File: config.mk
export PLATFORM = sky130hd
export DESIGN_NAME = pbw_bridge
export DESIGN_NICKNAME = d
export VERILOG_FILES = /design/src/core/pbw_bridge.v /design/src/core/pbw_sync.v
export VERILOG_INCLUDE_DIRS = /design/src /design/src/core
export SDC_FILE = /design/constraint.sdc
export NUM_CORES = 1
export LEC_CHECK = 0
export BUFFER_PORTS_ARGS = -buffer_cell sky130_fd_sc_hd__buf_2
export CORE_ASPECT_RATIO = 0.5
export CORE_MARGIN = 3
export CORE_UTILIZATION = 60
export DETAILED_ROUTE_END_ITERATION = 6
export PLACE_DENSITY = 0.95
export SLEW_MARGIN = 40
export SYNTH_ARGS = -nofsm -noshare
export SYNTH_HDL_FRONTEND = slang
export SYNTH_HIERARCHICAL = 1
export SYNTH_SLANG_ARGS = --single-unit
File: constraint.sdc
create_clock -name sys_clk -period 9.2 [get_ports sys_clk]
set_input_delay 0.92 -clock sys_clk [delete_from_list [all_inputs] [get_ports sys_clk]]
set_output_delay 0.92 -clock sys_clk [all_outputs]
set_load 0.05 [all_outputs]
File: src/core/pbw_defs.vh
// constants of the peripheral bus access wait bridge
`ifndef PBW_DEFS_VH
`define PBW_DEFS_VH

// system wait configuration fields and reset value
`define PBW_CFG_W 8
`define PBW_CFG_I_MSB 7
`define PBW_CFG_I_LSB 4
`define PBW_CFG_J_MSB 3
`define PBW_CFG_J_LSB 0
`define PBW_CFG_RESET 8'h77

// access length terms: 3 + i + j + (2 + j) * k
`define PBW_BASE_CYCLES 8'h03
`define PBW_J_MUL_BASE 8'h02

// register class codes presented with each access
`define PBW_CLS_PLAIN 4'h0
`define PBW_CLS_TP_CNT 4'h1
`define PBW_CLS_TP_CMP 4'h2
`define PBW_CLS_TQ_CNT 4'h3
`define PBW_CLS_TQ_CMP 4'h4
`define PBW_CLS_WDOG_MODE 4'h5
`define PBW_CLS_RTO_BUF 4'h6
`define PBW_CLS_ADC 4'h7
`define PBW_CLS_IIC_STAT 4'h8
`define PBW_CLS_CHECKSUM 4'h9

// factor k values
`define PBW_K_NONE 3'h0
`define PBW_K_RD_LO 3'h1
`define PBW_K_RD_HI 3'h2
`define PBW_K_WR_LO 3'h3
`define PBW_K_WR_HI 3'h4
`define PBW_K_WDOG 3'h3
`define PBW_K_RTO 3'h1
`define PBW_K_IIC 3'h1
`define PBW_K_CRC 3'h1

`endif

File: src/core/pbw_bridge.v
// cpu to peripheral bus bridge that stretches special register accesses
`include "pbw_defs.vh"
`timescale 1ns/10ps
`default_nettype none

module pbw_bridge #(
  parameter CFG_W = `PBW_CFG_W
) (
  // clock, reset and clock enable
  input wire sys_clk,
  input wire rst,
  input wire clkEn,
  // system_wait_config write port and readback
  input wire cfgWrite,
  input wire [CFG_W-1:0] cfgData,
  output reg [CFG_W-1:0] systemWaitConfig,
  // cpu access request
  input wire accReq,
  input wire accWrite,
  input wire [3:0] accClass,
  // cpu access answer
  output wire cpuWait,
  output wire accDone,
  output reg [7:0] accCycles,
  output reg [2:0] accFactor,
  output reg accContinuous,
  // peripheral side state
  input wire periphClk,
  input wire watchdogRunning,
  input wire rtoOutputEnable,
  // cpu clock source state
  input wire subclockMainStopped,
  input wire internalOscActive,
  // stall that only reset clears
  output wire accHung
);

  //////////////////////////////////////////////////////////////////////////
  // states and storage

  // binary codes; 2'b11 is never entered and falls back to idle
  // the hang state has no exit but reset, since nothing on the peripheral
  // side can finish an access once the cpu runs from a prohibited clock
  localparam ST_IDLE = 2'b00;
  localparam ST_BUSY = 2'b01;
  localparam ST_HANG = 2'b10;

  reg [1:0] stateQ;
  reg [1:0] stateD;
  reg [7:0] cntQ;
  reg [7:0] cntD;
  reg contWinQ;
  reg [3:0] lastWrClassQ;
  reg lastWrValidQ;

  // decoded terms and handshake conditions
  wire periphPhase;
  wire [3:0] termI;
  wire [3:0] termJ;
  wire isContinuous;
  wire prohibitedClock;
  wire reqTaken;

  // combinational results for the request now presented
  reg [2:0] factorK;
  reg [7:0] totalCycles;

  //////////////////////////////////////////////////////////////////////////
  // peripheral clock phase

  // the peripheral clock is foreign to sys_clk, so only its settled level
  // is used to judge where in its period an access starts
  // a change is accepted only once the last two stages agree
  pbw_sync #(
    .WIDTH(1)
  ) uPhaseSync (
    .sys_clk(sys_clk),
    .rst(rst),
    .clkEn(clkEn),
    .asyncIn(periphClk),
    .syncOut(periphPhase)
  );

  //////////////////////////////////////////////////////////////////////////
  // system wait configuration

  // written only between accesses so a running access keeps its length
  always @(posedge sys_clk or posedge rst) begin
    if (rst) begin
      systemWaitConfig <= `PBW_CFG_RESET;
    end else if (clkEn && cfgWrite && stateQ == ST_IDLE && !accReq) begin
      systemWaitConfig <= cfgData;
    end
  end

  // limitation: j is taken as the whole four-bit field, so values above
  // one are honoured rather than refused
  assign termI = systemWaitConfig[`PBW_CFG_I_MSB:`PBW_CFG_I_LSB];
  assign termJ = systemWaitConfig[`PBW_CFG_J_MSB:`PBW_CFG_J_LSB];

  //////////////////////////////////////////////////////////////////////////
  // continuous compare write detection

  // a compare write is continuous when it follows directly on a completed
  // write to the same compare register class
  // any access in between closes the window, because it lasts one cycle
  assign isContinuous = accWrite && contWinQ && lastWrValidQ &&
                        (lastWrClassQ == accClass);

  //////////////////////////////////////////////////////////////////////////
  // factor k selection

  // alternate values: low phase takes the smaller, high phase the larger;
  // the phase seen is up to four cycles old, which the larger k covers
  // reads of write-only classes and writes of read-only ones keep k at 0
  always @* begin
    factorK = `PBW_K_NONE;
    case (accClass)
      `PBW_CLS_TP_CNT: begin
        if (!accWrite) begin
          factorK = periphPhase ? `PBW_K_RD_HI : `PBW_K_RD_LO;
        end
      end
      `PBW_CLS_TP_CMP: begin
        if (!accWrite) begin
          factorK = periphPhase ? `PBW_K_RD_HI : `PBW_K_RD_LO;
        end else if (isContinuous) begin
          factorK = periphPhase ? `PBW_K_WR_HI : `PBW_K_WR_LO;
        end
      end
      `PBW_CLS_TQ_CNT: begin
        if (!accWrite) begin
          factorK = periphPhase ? `PBW_K_RD_HI : `PBW_K_RD_LO;
        end
      end
      `PBW_CLS_TQ_CMP: begin
        if (!accWrite) begin
          factorK = periphPhase ? `PBW_K_RD_HI : `PBW_K_RD_LO;
        end else if (isContinuous) begin
          factorK = periphPhase ? `PBW_K_WR_HI : `PBW_K_WR_LO;
        end
      end
      `PBW_CLS_WDOG_MODE: begin
        if (accWrite && watchdogRunning) begin
          factorK = `PBW_K_WDOG;
        end
      end
      `PBW_CLS_RTO_BUF: begin
        if (accWrite && !rtoOutputEnable) begin
          factorK = `PBW_K_RTO;
        end
      end
      `PBW_CLS_ADC: begin
        if (!accWrite) begin
          factorK = periphPhase ? `PBW_K_RD_HI : `PBW_K_RD_LO;
        end
      end
      `PBW_CLS_IIC_STAT: begin
        if (!accWrite) begin
          factorK = `PBW_K_IIC;
        end
      end
      `PBW_CLS_CHECKSUM: begin
        if (accWrite) begin
          factorK = `PBW_K_CRC;
        end
      end
      default: begin
        factorK = `PBW_K_NONE;
      end
    endcase
  end

  //////////////////////////////////////////////////////////////////////////
  // access length

  // special waits ride on top of the configured i and j waits
  // worst case 3 + 15 + 15 + 17 * 4 = 101 still fits the eight-bit count
  always @* begin
    totalCycles = `PBW_BASE_CYCLES + {4'h0, termI} + {4'h0, termJ} +
                  (`PBW_J_MUL_BASE + {4'h0, termJ}) * {5'h00, factorK};
  end

  //////////////////////////////////////////////////////////////////////////
  // access sequencer

  // plain accesses are still served on the prohibited clock sources; a special
  // access there locks the stall because no peripheral edge will free it
  assign prohibitedClock = subclockMainStopped | internalOscActive;
  assign reqTaken = (stateQ == ST_IDLE) && accReq;

  // cntQ holds the cycles still to go; accDone marks the last one so the
  // cpu can drop its request on the following edge
  always @* begin
    stateD = stateQ;
    cntD = cntQ;
    case (stateQ)
      ST_IDLE: begin
        if (accReq) begin
          if (prohibitedClock && factorK != `PBW_K_NONE) begin
            stateD = ST_HANG;
          end else begin
            stateD = ST_BUSY;
            cntD = totalCycles - 8'h01;
          end
        end
      end
      ST_BUSY: begin
        if (cntQ == 8'h01) begin
          stateD = ST_IDLE;
          cntD = 8'h00;
        end else begin
          cntD = cntQ - 8'h01;
        end
      end
      ST_HANG: begin
        stateD = ST_HANG;
      end
      default: begin
        stateD = ST_IDLE;
        cntD = 8'h00;
      end
    endcase
  end

  // state and count advance only on enabled edges
  always @(posedge sys_clk or posedge rst) begin
    if (rst) begin
      stateQ <= ST_IDLE;
      cntQ <= 8'h00;
    end else if (clkEn) begin
      stateQ <= stateD;
      cntQ <= cntD;
    end
  end

  //////////////////////////////////////////////////////////////////////////
  // continuous write history

  // the window is open only in the cycle right after a completed access
  // the class is kept for every taken access, the valid flag only for
  // compare writes, so a read or another class breaks a continuous run
  always @(posedge sys_clk or posedge rst) begin
    if (rst) begin
      contWinQ <= 1'b0;
      lastWrClassQ <= `PBW_CLS_PLAIN;
      lastWrValidQ <= 1'b0;
    end else if (clkEn) begin
      contWinQ <= accDone;
      if (reqTaken) begin
        lastWrValidQ <= accWrite && (accClass == `PBW_CLS_TP_CMP ||
                                     accClass == `PBW_CLS_TQ_CMP);
        lastWrClassQ <= accClass;
      end
    end
  end

  //////////////////////////////////////////////////////////////////////////
  // reported figures of the current access

  // latched at the taking edge, so a hung access still shows its factor
  // and the figures stay readable after the stall ends
  always @(posedge sys_clk or posedge rst) begin
    if (rst) begin
      accCycles <= 8'h00;
      accFactor <= `PBW_K_NONE;
      accContinuous <= 1'b0;
    end else if (clkEn && reqTaken) begin
      accCycles <= totalCycles;
      accFactor <= factorK;
      accContinuous <= isContinuous;
    end
  end

  //////////////////////////////////////////////////////////////////////////
  // cpu handshake

  // stall covers the request cycle too, so the next instruction waits
  // trade-off: a combinational stall costs a path from accReq to the cpu
  // but wastes no cycle at the start of the access
  assign cpuWait = accReq | (stateQ != ST_IDLE);
  assign accDone = (stateQ == ST_BUSY) && (cntQ == 8'h01);
  assign accHung = (stateQ == ST_HANG);

endmodule

`default_nettype wire

File: src/core/pbw_sync.v
// three-stage synchroniser that reports a level once two stages agree
`timescale 1ns/10ps
`default_nettype none

module pbw_sync #(
  parameter WIDTH = 1
) (
  // clock and reset
  input wire sys_clk,
  input wire rst,
  input wire clkEn,
  // asynchronous level in, settled level out
  input wire [WIDTH-1:0] asyncIn,
  output reg [WIDTH-1:0] syncOut
);

  reg [WIDTH-1:0] stage1Q;
  reg [WIDTH-1:0] stage2Q;
  reg [WIDTH-1:0] stage3Q;

  // stage1 feeds only stage2; the output moves when stage2 and 3 agree
  always @(posedge sys_clk or posedge rst) begin
    if (rst) begin
      stage1Q <= {WIDTH{1'b0}};
      stage2Q <= {WIDTH{1'b0}};
      stage3Q <= {WIDTH{1'b0}};
      syncOut <= {WIDTH{1'b0}};
    end else if (clkEn) begin
      stage1Q <= asyncIn;
      stage2Q <= stage1Q;
      stage3Q <= stage2Q;
      if (stage2Q == stage3Q) begin
        syncOut <= stage3Q;
      end
    end
  end

endmodule

`default_nettype wire

### After elaboration in Yosys (flattened, before gate mapping)

Index checks and enable logic that the tools add are counted.

| word-level totals | value |
|---|---|
| output and inout port bits | 23 |
| input bits | 23 |
| bits in writable memories | 0 |
| word-level logic and storage cells | 83 |
| memories kept | 0 |
| register bits | 40 |
| latch bits | 0 |
| memory bits (read-only) | 0 |

| operators by class | value |
|---|---|
| bitwise gates (word level) | 3 |
| equality and inequality tests | 17 |
| shift operators | 0 |
| muxes and demuxes | 18 |
| $lt $le $gt $ge | 0 |
| $add $sub $neg | 6 |
| div/mod/pow operators | 0 |
| reduce and logical (&&, ||, !) cells | 25 |
| multiply operators | 1 |

Operator list:

| kind | number |
|---|---|
| $mux W8 | 3 |
| $pmux W8 S3 | 1 |
| $pmux W3 S6 | 1 |
| $eq A4 B3 Y1 const B | 4 |
| $sub A8 B1 Y8 const B | 2 |
| $logic_and A1 B1 Y1 | 13 |
| $mux W2 | 6 |
| $add A2 B4 Y5 const A | 2 |
| $mux W3 | 3 |
| $add A6 B8 Y8 | 1 |
| $eq A4 B2 Y1 const B | 2 |
| $eq A4 B4 Y1 const B | 2 |
| $eq A8 B1 Y1 const B | 1 |
| $mul A5 B3 Y8 | 1 |
| $add A5 B4 Y6 | 1 |
| $ne A2 B2 Y1 const B | 3 |
| $pmux W2 S3 | 1 |
| $eq A4 B1 Y1 const B | 1 |
| $eq A4 B4 Y1 | 1 |
| $reduce_and A2 Y1 | 2 |
| $reduce_and A4 Y1 | 1 |
| $mux W1 | 3 |
| $reduce_and A3 Y1 | 1 |
| $reduce_bool A3 Y1 | 1 |
| 11 further kinds | 13 |

### Longest topological paths before layout

| depth | value |
|---|---|
| word-level depth | 12 |
| depth in mapped cells | 22 |
| mapped depth without buffers | 20 |

### Hierarchy

The synthesis kept the hierarchy.

Modules (own cells, without submodules):

| module | seq. area each (um^2) | instances | cells an instance | area an instance (um^2) |
|---|---|---|---|---|
| pbw_bridge | 908.4 | 1 | 302 | 2748.9 |
| pbw_sync | 100.1 | 1 | 11 | 160.2 |

### Worst setup path after synthesis

Ideal clock, no wire load.

| timing path | value |
|---|---|
| path type | input to register |
| from | in accClass[3] |
| to | reg cntQ[6] |
| data arrival time | 5.638 ns |
| path slack | 3.433 ns |
| stages | 19 |
| data required time | 9.071 ns |
| path buffers | 2 |
| library setup time | 0.129 ns |
| cells stage by stage | clkbuf_2 xor2_1 or4_1 clkbuf_2 or3_1 nor2_1 fa_1 fa_1 inv_1 fa_1 inv_1 ha_1 a21oi_1 o221ai_1 or3b_2 nor4_1 xnor2_1 a21oi_1 o21ai_0 |

| between the ends | value |
|---|---|
| word-level cells in the longest chain between the ends | 11 |
| elaborated cells on any way between the ends | 26 |
| those cells by class | 2 x add/sub; 1 x mul; 11 x eq/ne; 6 x mux; 6 x reduce/logical |

RTL lines:

| what | line | text |
|---|---|---|
| start, declared | pbw_bridge.v:20 | `input wire [3:0] accClass,` |
| $eq A4 B4 Y1 | pbw_bridge.v:108 | `(lastWrClassQ == accClass);` |
| $logic_and A1 B1 Y1 | pbw_bridge.v:107 | `assign isContinuous = accWrite && contWinQ && lastWrValidQ &&` |
| $mux W3 | pbw_bridge.v:127, pbw_bridge.v:139 |  |
| $mux W3 | pbw_bridge.v:137 | `if (!accWrite) begin` |
| $pmux W3 S6 * | pbw_bridge.v:118 | `case (accClass)` |
| $mul A5 B3 Y8 | pbw_bridge.v:181 | `` (`PBW_J_MUL_BASE + {4'h0, termJ}) * {5'h00, factorK}; `` |
| $add A6 B8 Y8 (no source line) | -- |  |
| $sub A8 B1 Y8 | pbw_bridge.v:204 | `cntD = totalCycles - 8'h01;` |
| $mux W8 | pbw_bridge.v:200 | `` if (prohibitedClock && factorK != `PBW_K_NONE) begin `` |
| $mux W8 | pbw_bridge.v:199 | `if (accReq) begin` |
| $pmux W8 S3 | pbw_bridge.v:197 | `case (stateQ)` |
| end signal, assigned | pbw_bridge.v:233 | `cntQ <= cntD;` |
| end, declared | pbw_bridge.v:50 | `reg [7:0] cntQ;` |

Mark *: on every way between the ends. The rest lies on a longest branch, timed or not. The select of a mux whose other input is x is not followed.
A chain may end at the register's enable or synchronous reset.

### Worst setup path after layout

| timing path | value |
|---|---|
| from | in accClass[1] |
| to | reg cntQ[6] |

Same word-level chain as after synthesis.

==> run summary <==
CTS
-------------------------------------------------------------------------------------
CTS hold repair buffers                                                             0
Clock latency on the worst-skew pair                                          0.30 ns
Clock-pin slew of the registers on the worst-case setup and hold paths        0.08 ns
Clock sink count                                                                   40
CTS HTree Levels                                                                    2
Buffers inserted by post-CTS timing repair                                          0
Clock buffer count from CTS                                                         5
Number of instances resized during post-cts repair                                  0
Clock Tree Root                                                          sky130_fd_sc_hd__clkbuf_8
Clock tree from TritonCTS                                                        done
CTS Buffer Depth                                                                    2

FINISH
-------------------------------------------------------------------------------------
Most frequent standard cell in the layout excluding fill and tap cells   sky130_fd_sc_hd__buf_2
Count of non-filler cells in the finished layout                                  420
Fill cell count                                                                   311
Synthesis-to-finish area growth                                                 11.9%
Most frequent cells in the layout                                        sky130_fd_sc_hd__buf_2 (45), sky130_fd_sc_hd__dfrtp_1 (34), sky130_fd_sc_hd__nand2_1 (31), sky130_fd_sc_hd__o21ai_0 (31), sky130_fd_sc_hd__inv_1 (30)
Final-stage net count                                                             404
Count of inserted antenna diode cells                                               0
Fraction of layout cells with a size suffix above 1                             0.234

ROUTE
-------------------------------------------------------------------------------------
Total via count in the routed design                                            2,509
Total wire length after detailed routing                                      7000 um
Number of nets with antenna violations after routing                                0
Final routed DRC violation total                                                    0
Vias/cell                                                                        5.97
First-pass iteration count of the detailed router                                   7
Drt initial violations                                                            217
Average wire length per cell after detail routing                             16.7 um

WORST HOLD PATH
-------------------------------------------------------------------------------------
Min-delay worst type                                                       reg -> reg

SETUP PATH
-------------------------------------------------------------------------------------
Startpoint type of the worst setup path                                    input port
Max FO, Critical Path                                                               9
Endpoint type of the worst setup path                                        register
Arrival @ worst endpoint                                                      6.32 ns
Crit Path Category                                                          in -> reg
Worst Path Required                                                           9.43 ns

TIMING
-------------------------------------------------------------------------------------
Shortest clock period the worst path allows after layout                      6.09 ns
Max Fclk                                                                      164 MHz
Crit path setup slack, layout                                                 3.11 ns
Relative slew slack                                                             0.403
Number of endpoints with negative hold slack in the final report                    0
Fraction of the cycle the final worst path needs                                0.662
Unrepaired setup endpoints after global routing                                    no
Final-layout worst hold slack                                                0.480 ns
Setup TNS Final                                                                  0 ns
Final number of setup-violating endpoints                                           0
Pins over their slew limit                                                          0
Slew at the pin closest to its max-slew limit                                0.889 ns
Worst Skew                                                                 0.00926 ns

SYNTHESIS
-------------------------------------------------------------------------------------
Synth async-reset ratio                                                          1.00
Number of synthesized register bits                                                40
Number of warnings reported in the yosys synthesis log                              6
Count of flip-flops with a built-in enable after synthesis                          0
Post-synthesis instance total                                                     313
Synthesized Nets                                                                  364
Post-Synthesis Mean Instance Area                                           9.29 um^2
Main flop type after synthesis                                           sky130_fd_sc_hd__dfrtp_1
Sequential cell area fraction in the yosys report                               0.347
Summed instance area of the synthesized netlist                             2910 um^2
Number of distinct library cells after synthesis                                   55

PLACE
-------------------------------------------------------------------------------------
Placement-stage worst setup slack                                             2.93 ns
Placed cell count                                                                 412
Placer congestion estimate                                                      0.973
Buffers on Ports                                                                   45
Estimated wirelength of the detail-placed design                              5180 um

GLOBAL ROUTING
-------------------------------------------------------------------------------------
Largest net degree at the start of global routing                                  37
Combined global-route utilization of all metal layers                           0.246
Residual overflow from global routing                                               0
Global-route wire length before repair                                      11,600 um
Antenna violations before repair                                                    0
Via count of the first global-routing pass                                      2,498

DIE
-------------------------------------------------------------------------------------
Top-level I/O count                                                                46
Initial cell density of the core                                                0.642
Overall die width                                                              104 um
Cell Rows                                                                          17
Area of the die                                                             5770 um^2
Die H                                                                         55.2 um
Floorplan Core Area                                                         4530 um^2

RUN STATUS
-------------------------------------------------------------------------------------
Status                                                                   finished clean

JOB
-------------------------------------------------------------------------------------
Number of maximum-capacitance violations                                            0

-- synth_stat cells, drive strengths merged (4+ instances only) --
master / number / area (um^2)
a21oi: 12 / 60.1
buf: 4 / 32.5
clkbuf: 9 / 36.3
dfrtp: 34 / 851
dfstp: 6 / 158
fa: 10 / 200
ha: 18 / 225
inv: 30 / 113
mux2: 14 / 158
nand2: 31 / 116
nand2b: 5 / 31.3
nand3: 4 / 20.0
nor2: 23 / 86.3
nor2b: 5 / 31.3
nor3: 6 / 30.0
o21ai: 31 / 155
xnor2: 8 / 70.1
xor2: 11 / 96.3
-- metrics by stage --
step / instance area, um^2 / utilization
floorplan: 2910 / -
global placement: 3160 / 0.696
detailed placement: 3160 / 0.698
CTS: 3250 / 0.718
global route: 3260 / 0.719
finish: 3260 / 0.719
-- per-layer routing --
layer,global-route usage,routed length [um],vias to the layer above
li1,-,-,1161
met1,0.314,2910,1196
met2,0.413,3380,120
met3,0.0583,512,32
met4,0.0909,198,0
met5,0,0,-
-- sequential cells by signal, summed over array words and instances (netlist names), 2 cells and up --
register and cells:
accCycles 8, cntQ 8, systemWaitConfig 8, lastWrClassQ 4, accFactor 3, stateQ 2
-- area by class of cell --
class	count	area [um^2]	area share
Tap cell	66	82.6	0.0254
Sequential cell	40	1010	0.310
Timing Repair Buffer	46	233	0.0715
Clock buffer	6	82.6	0.0254
Inverter	30	113	0.0346
Clock inverter	2	10.0	0.00307
Multi-Input combinational cell	230	1730	0.530
-- kinds of logic (layout without fill, tap and decap cells) --
kind of cell | count (synthesis) | after routing | synth area share
xor gates and xnor gates | 19 | 19 | 0.0572
adders and majority gates | 28 | 28 | 0.146
DFF | 40 | 40 | 0.347
AOI/OAI and AO/OA | 73 | 73 | 0.169
and+or+nand+nor | 96 | 96 | 0.164
buffers and inverters | 43 | 84 | 0.0624
muxes | 14 | 14 | 0.0542
-- worst paths after layout --
check | start | slack (ns) | endpoint | cells after the start
max reg2reg | lastWrClassQ[2] | 3.49 | cntQ[6] | 18
min reg2reg | accFactor[2] | 0.48 | accFactor[2] | 2
min | accFactor[2] | 0.48 | accFactor[2] | 2
max in group asynchronous | rst | 8.12 | systemWaitConfig[5] | 3
max | accClass[1] | 3.11 | cntQ[6] | 18
min in group asynchronous | rst | 0.50 | uPhaseSync/stage2Q | 2
-- critical path: stages --
cell	delay [ns]
sky130_fd_sc_hd__buf_2	0.16
sky130_fd_sc_hd__xor2_1	0.17
sky130_fd_sc_hd__or4_1	0.68
sky130_fd_sc_hd__o31ai_1	0.50
sky130_fd_sc_hd__and2_1	0.23
sky130_fd_sc_hd__fa_1	0.44
sky130_fd_sc_hd__fa_1	0.51
sky130_fd_sc_hd__inv_1	0.06
sky130_fd_sc_hd__fa_1	0.49
sky130_fd_sc_hd__inv_1	0.04
sky130_fd_sc_hd__ha_1	0.36
sky130_fd_sc_hd__a21oi_1	0.31
sky130_fd_sc_hd__o221ai_1	0.21
sky130_fd_sc_hd__or3b_2	0.55
sky130_fd_sc_hd__nor4_1	0.27
sky130_fd_sc_hd__xnor2_1	0.17
sky130_fd_sc_hd__a21oi_1	0.08
sky130_fd_sc_hd__o21ai_0	0.15
Power is left out: the tool's default activity adds up to more than one toggle a clock period on the data nets, which glitch-free logic cannot reach.
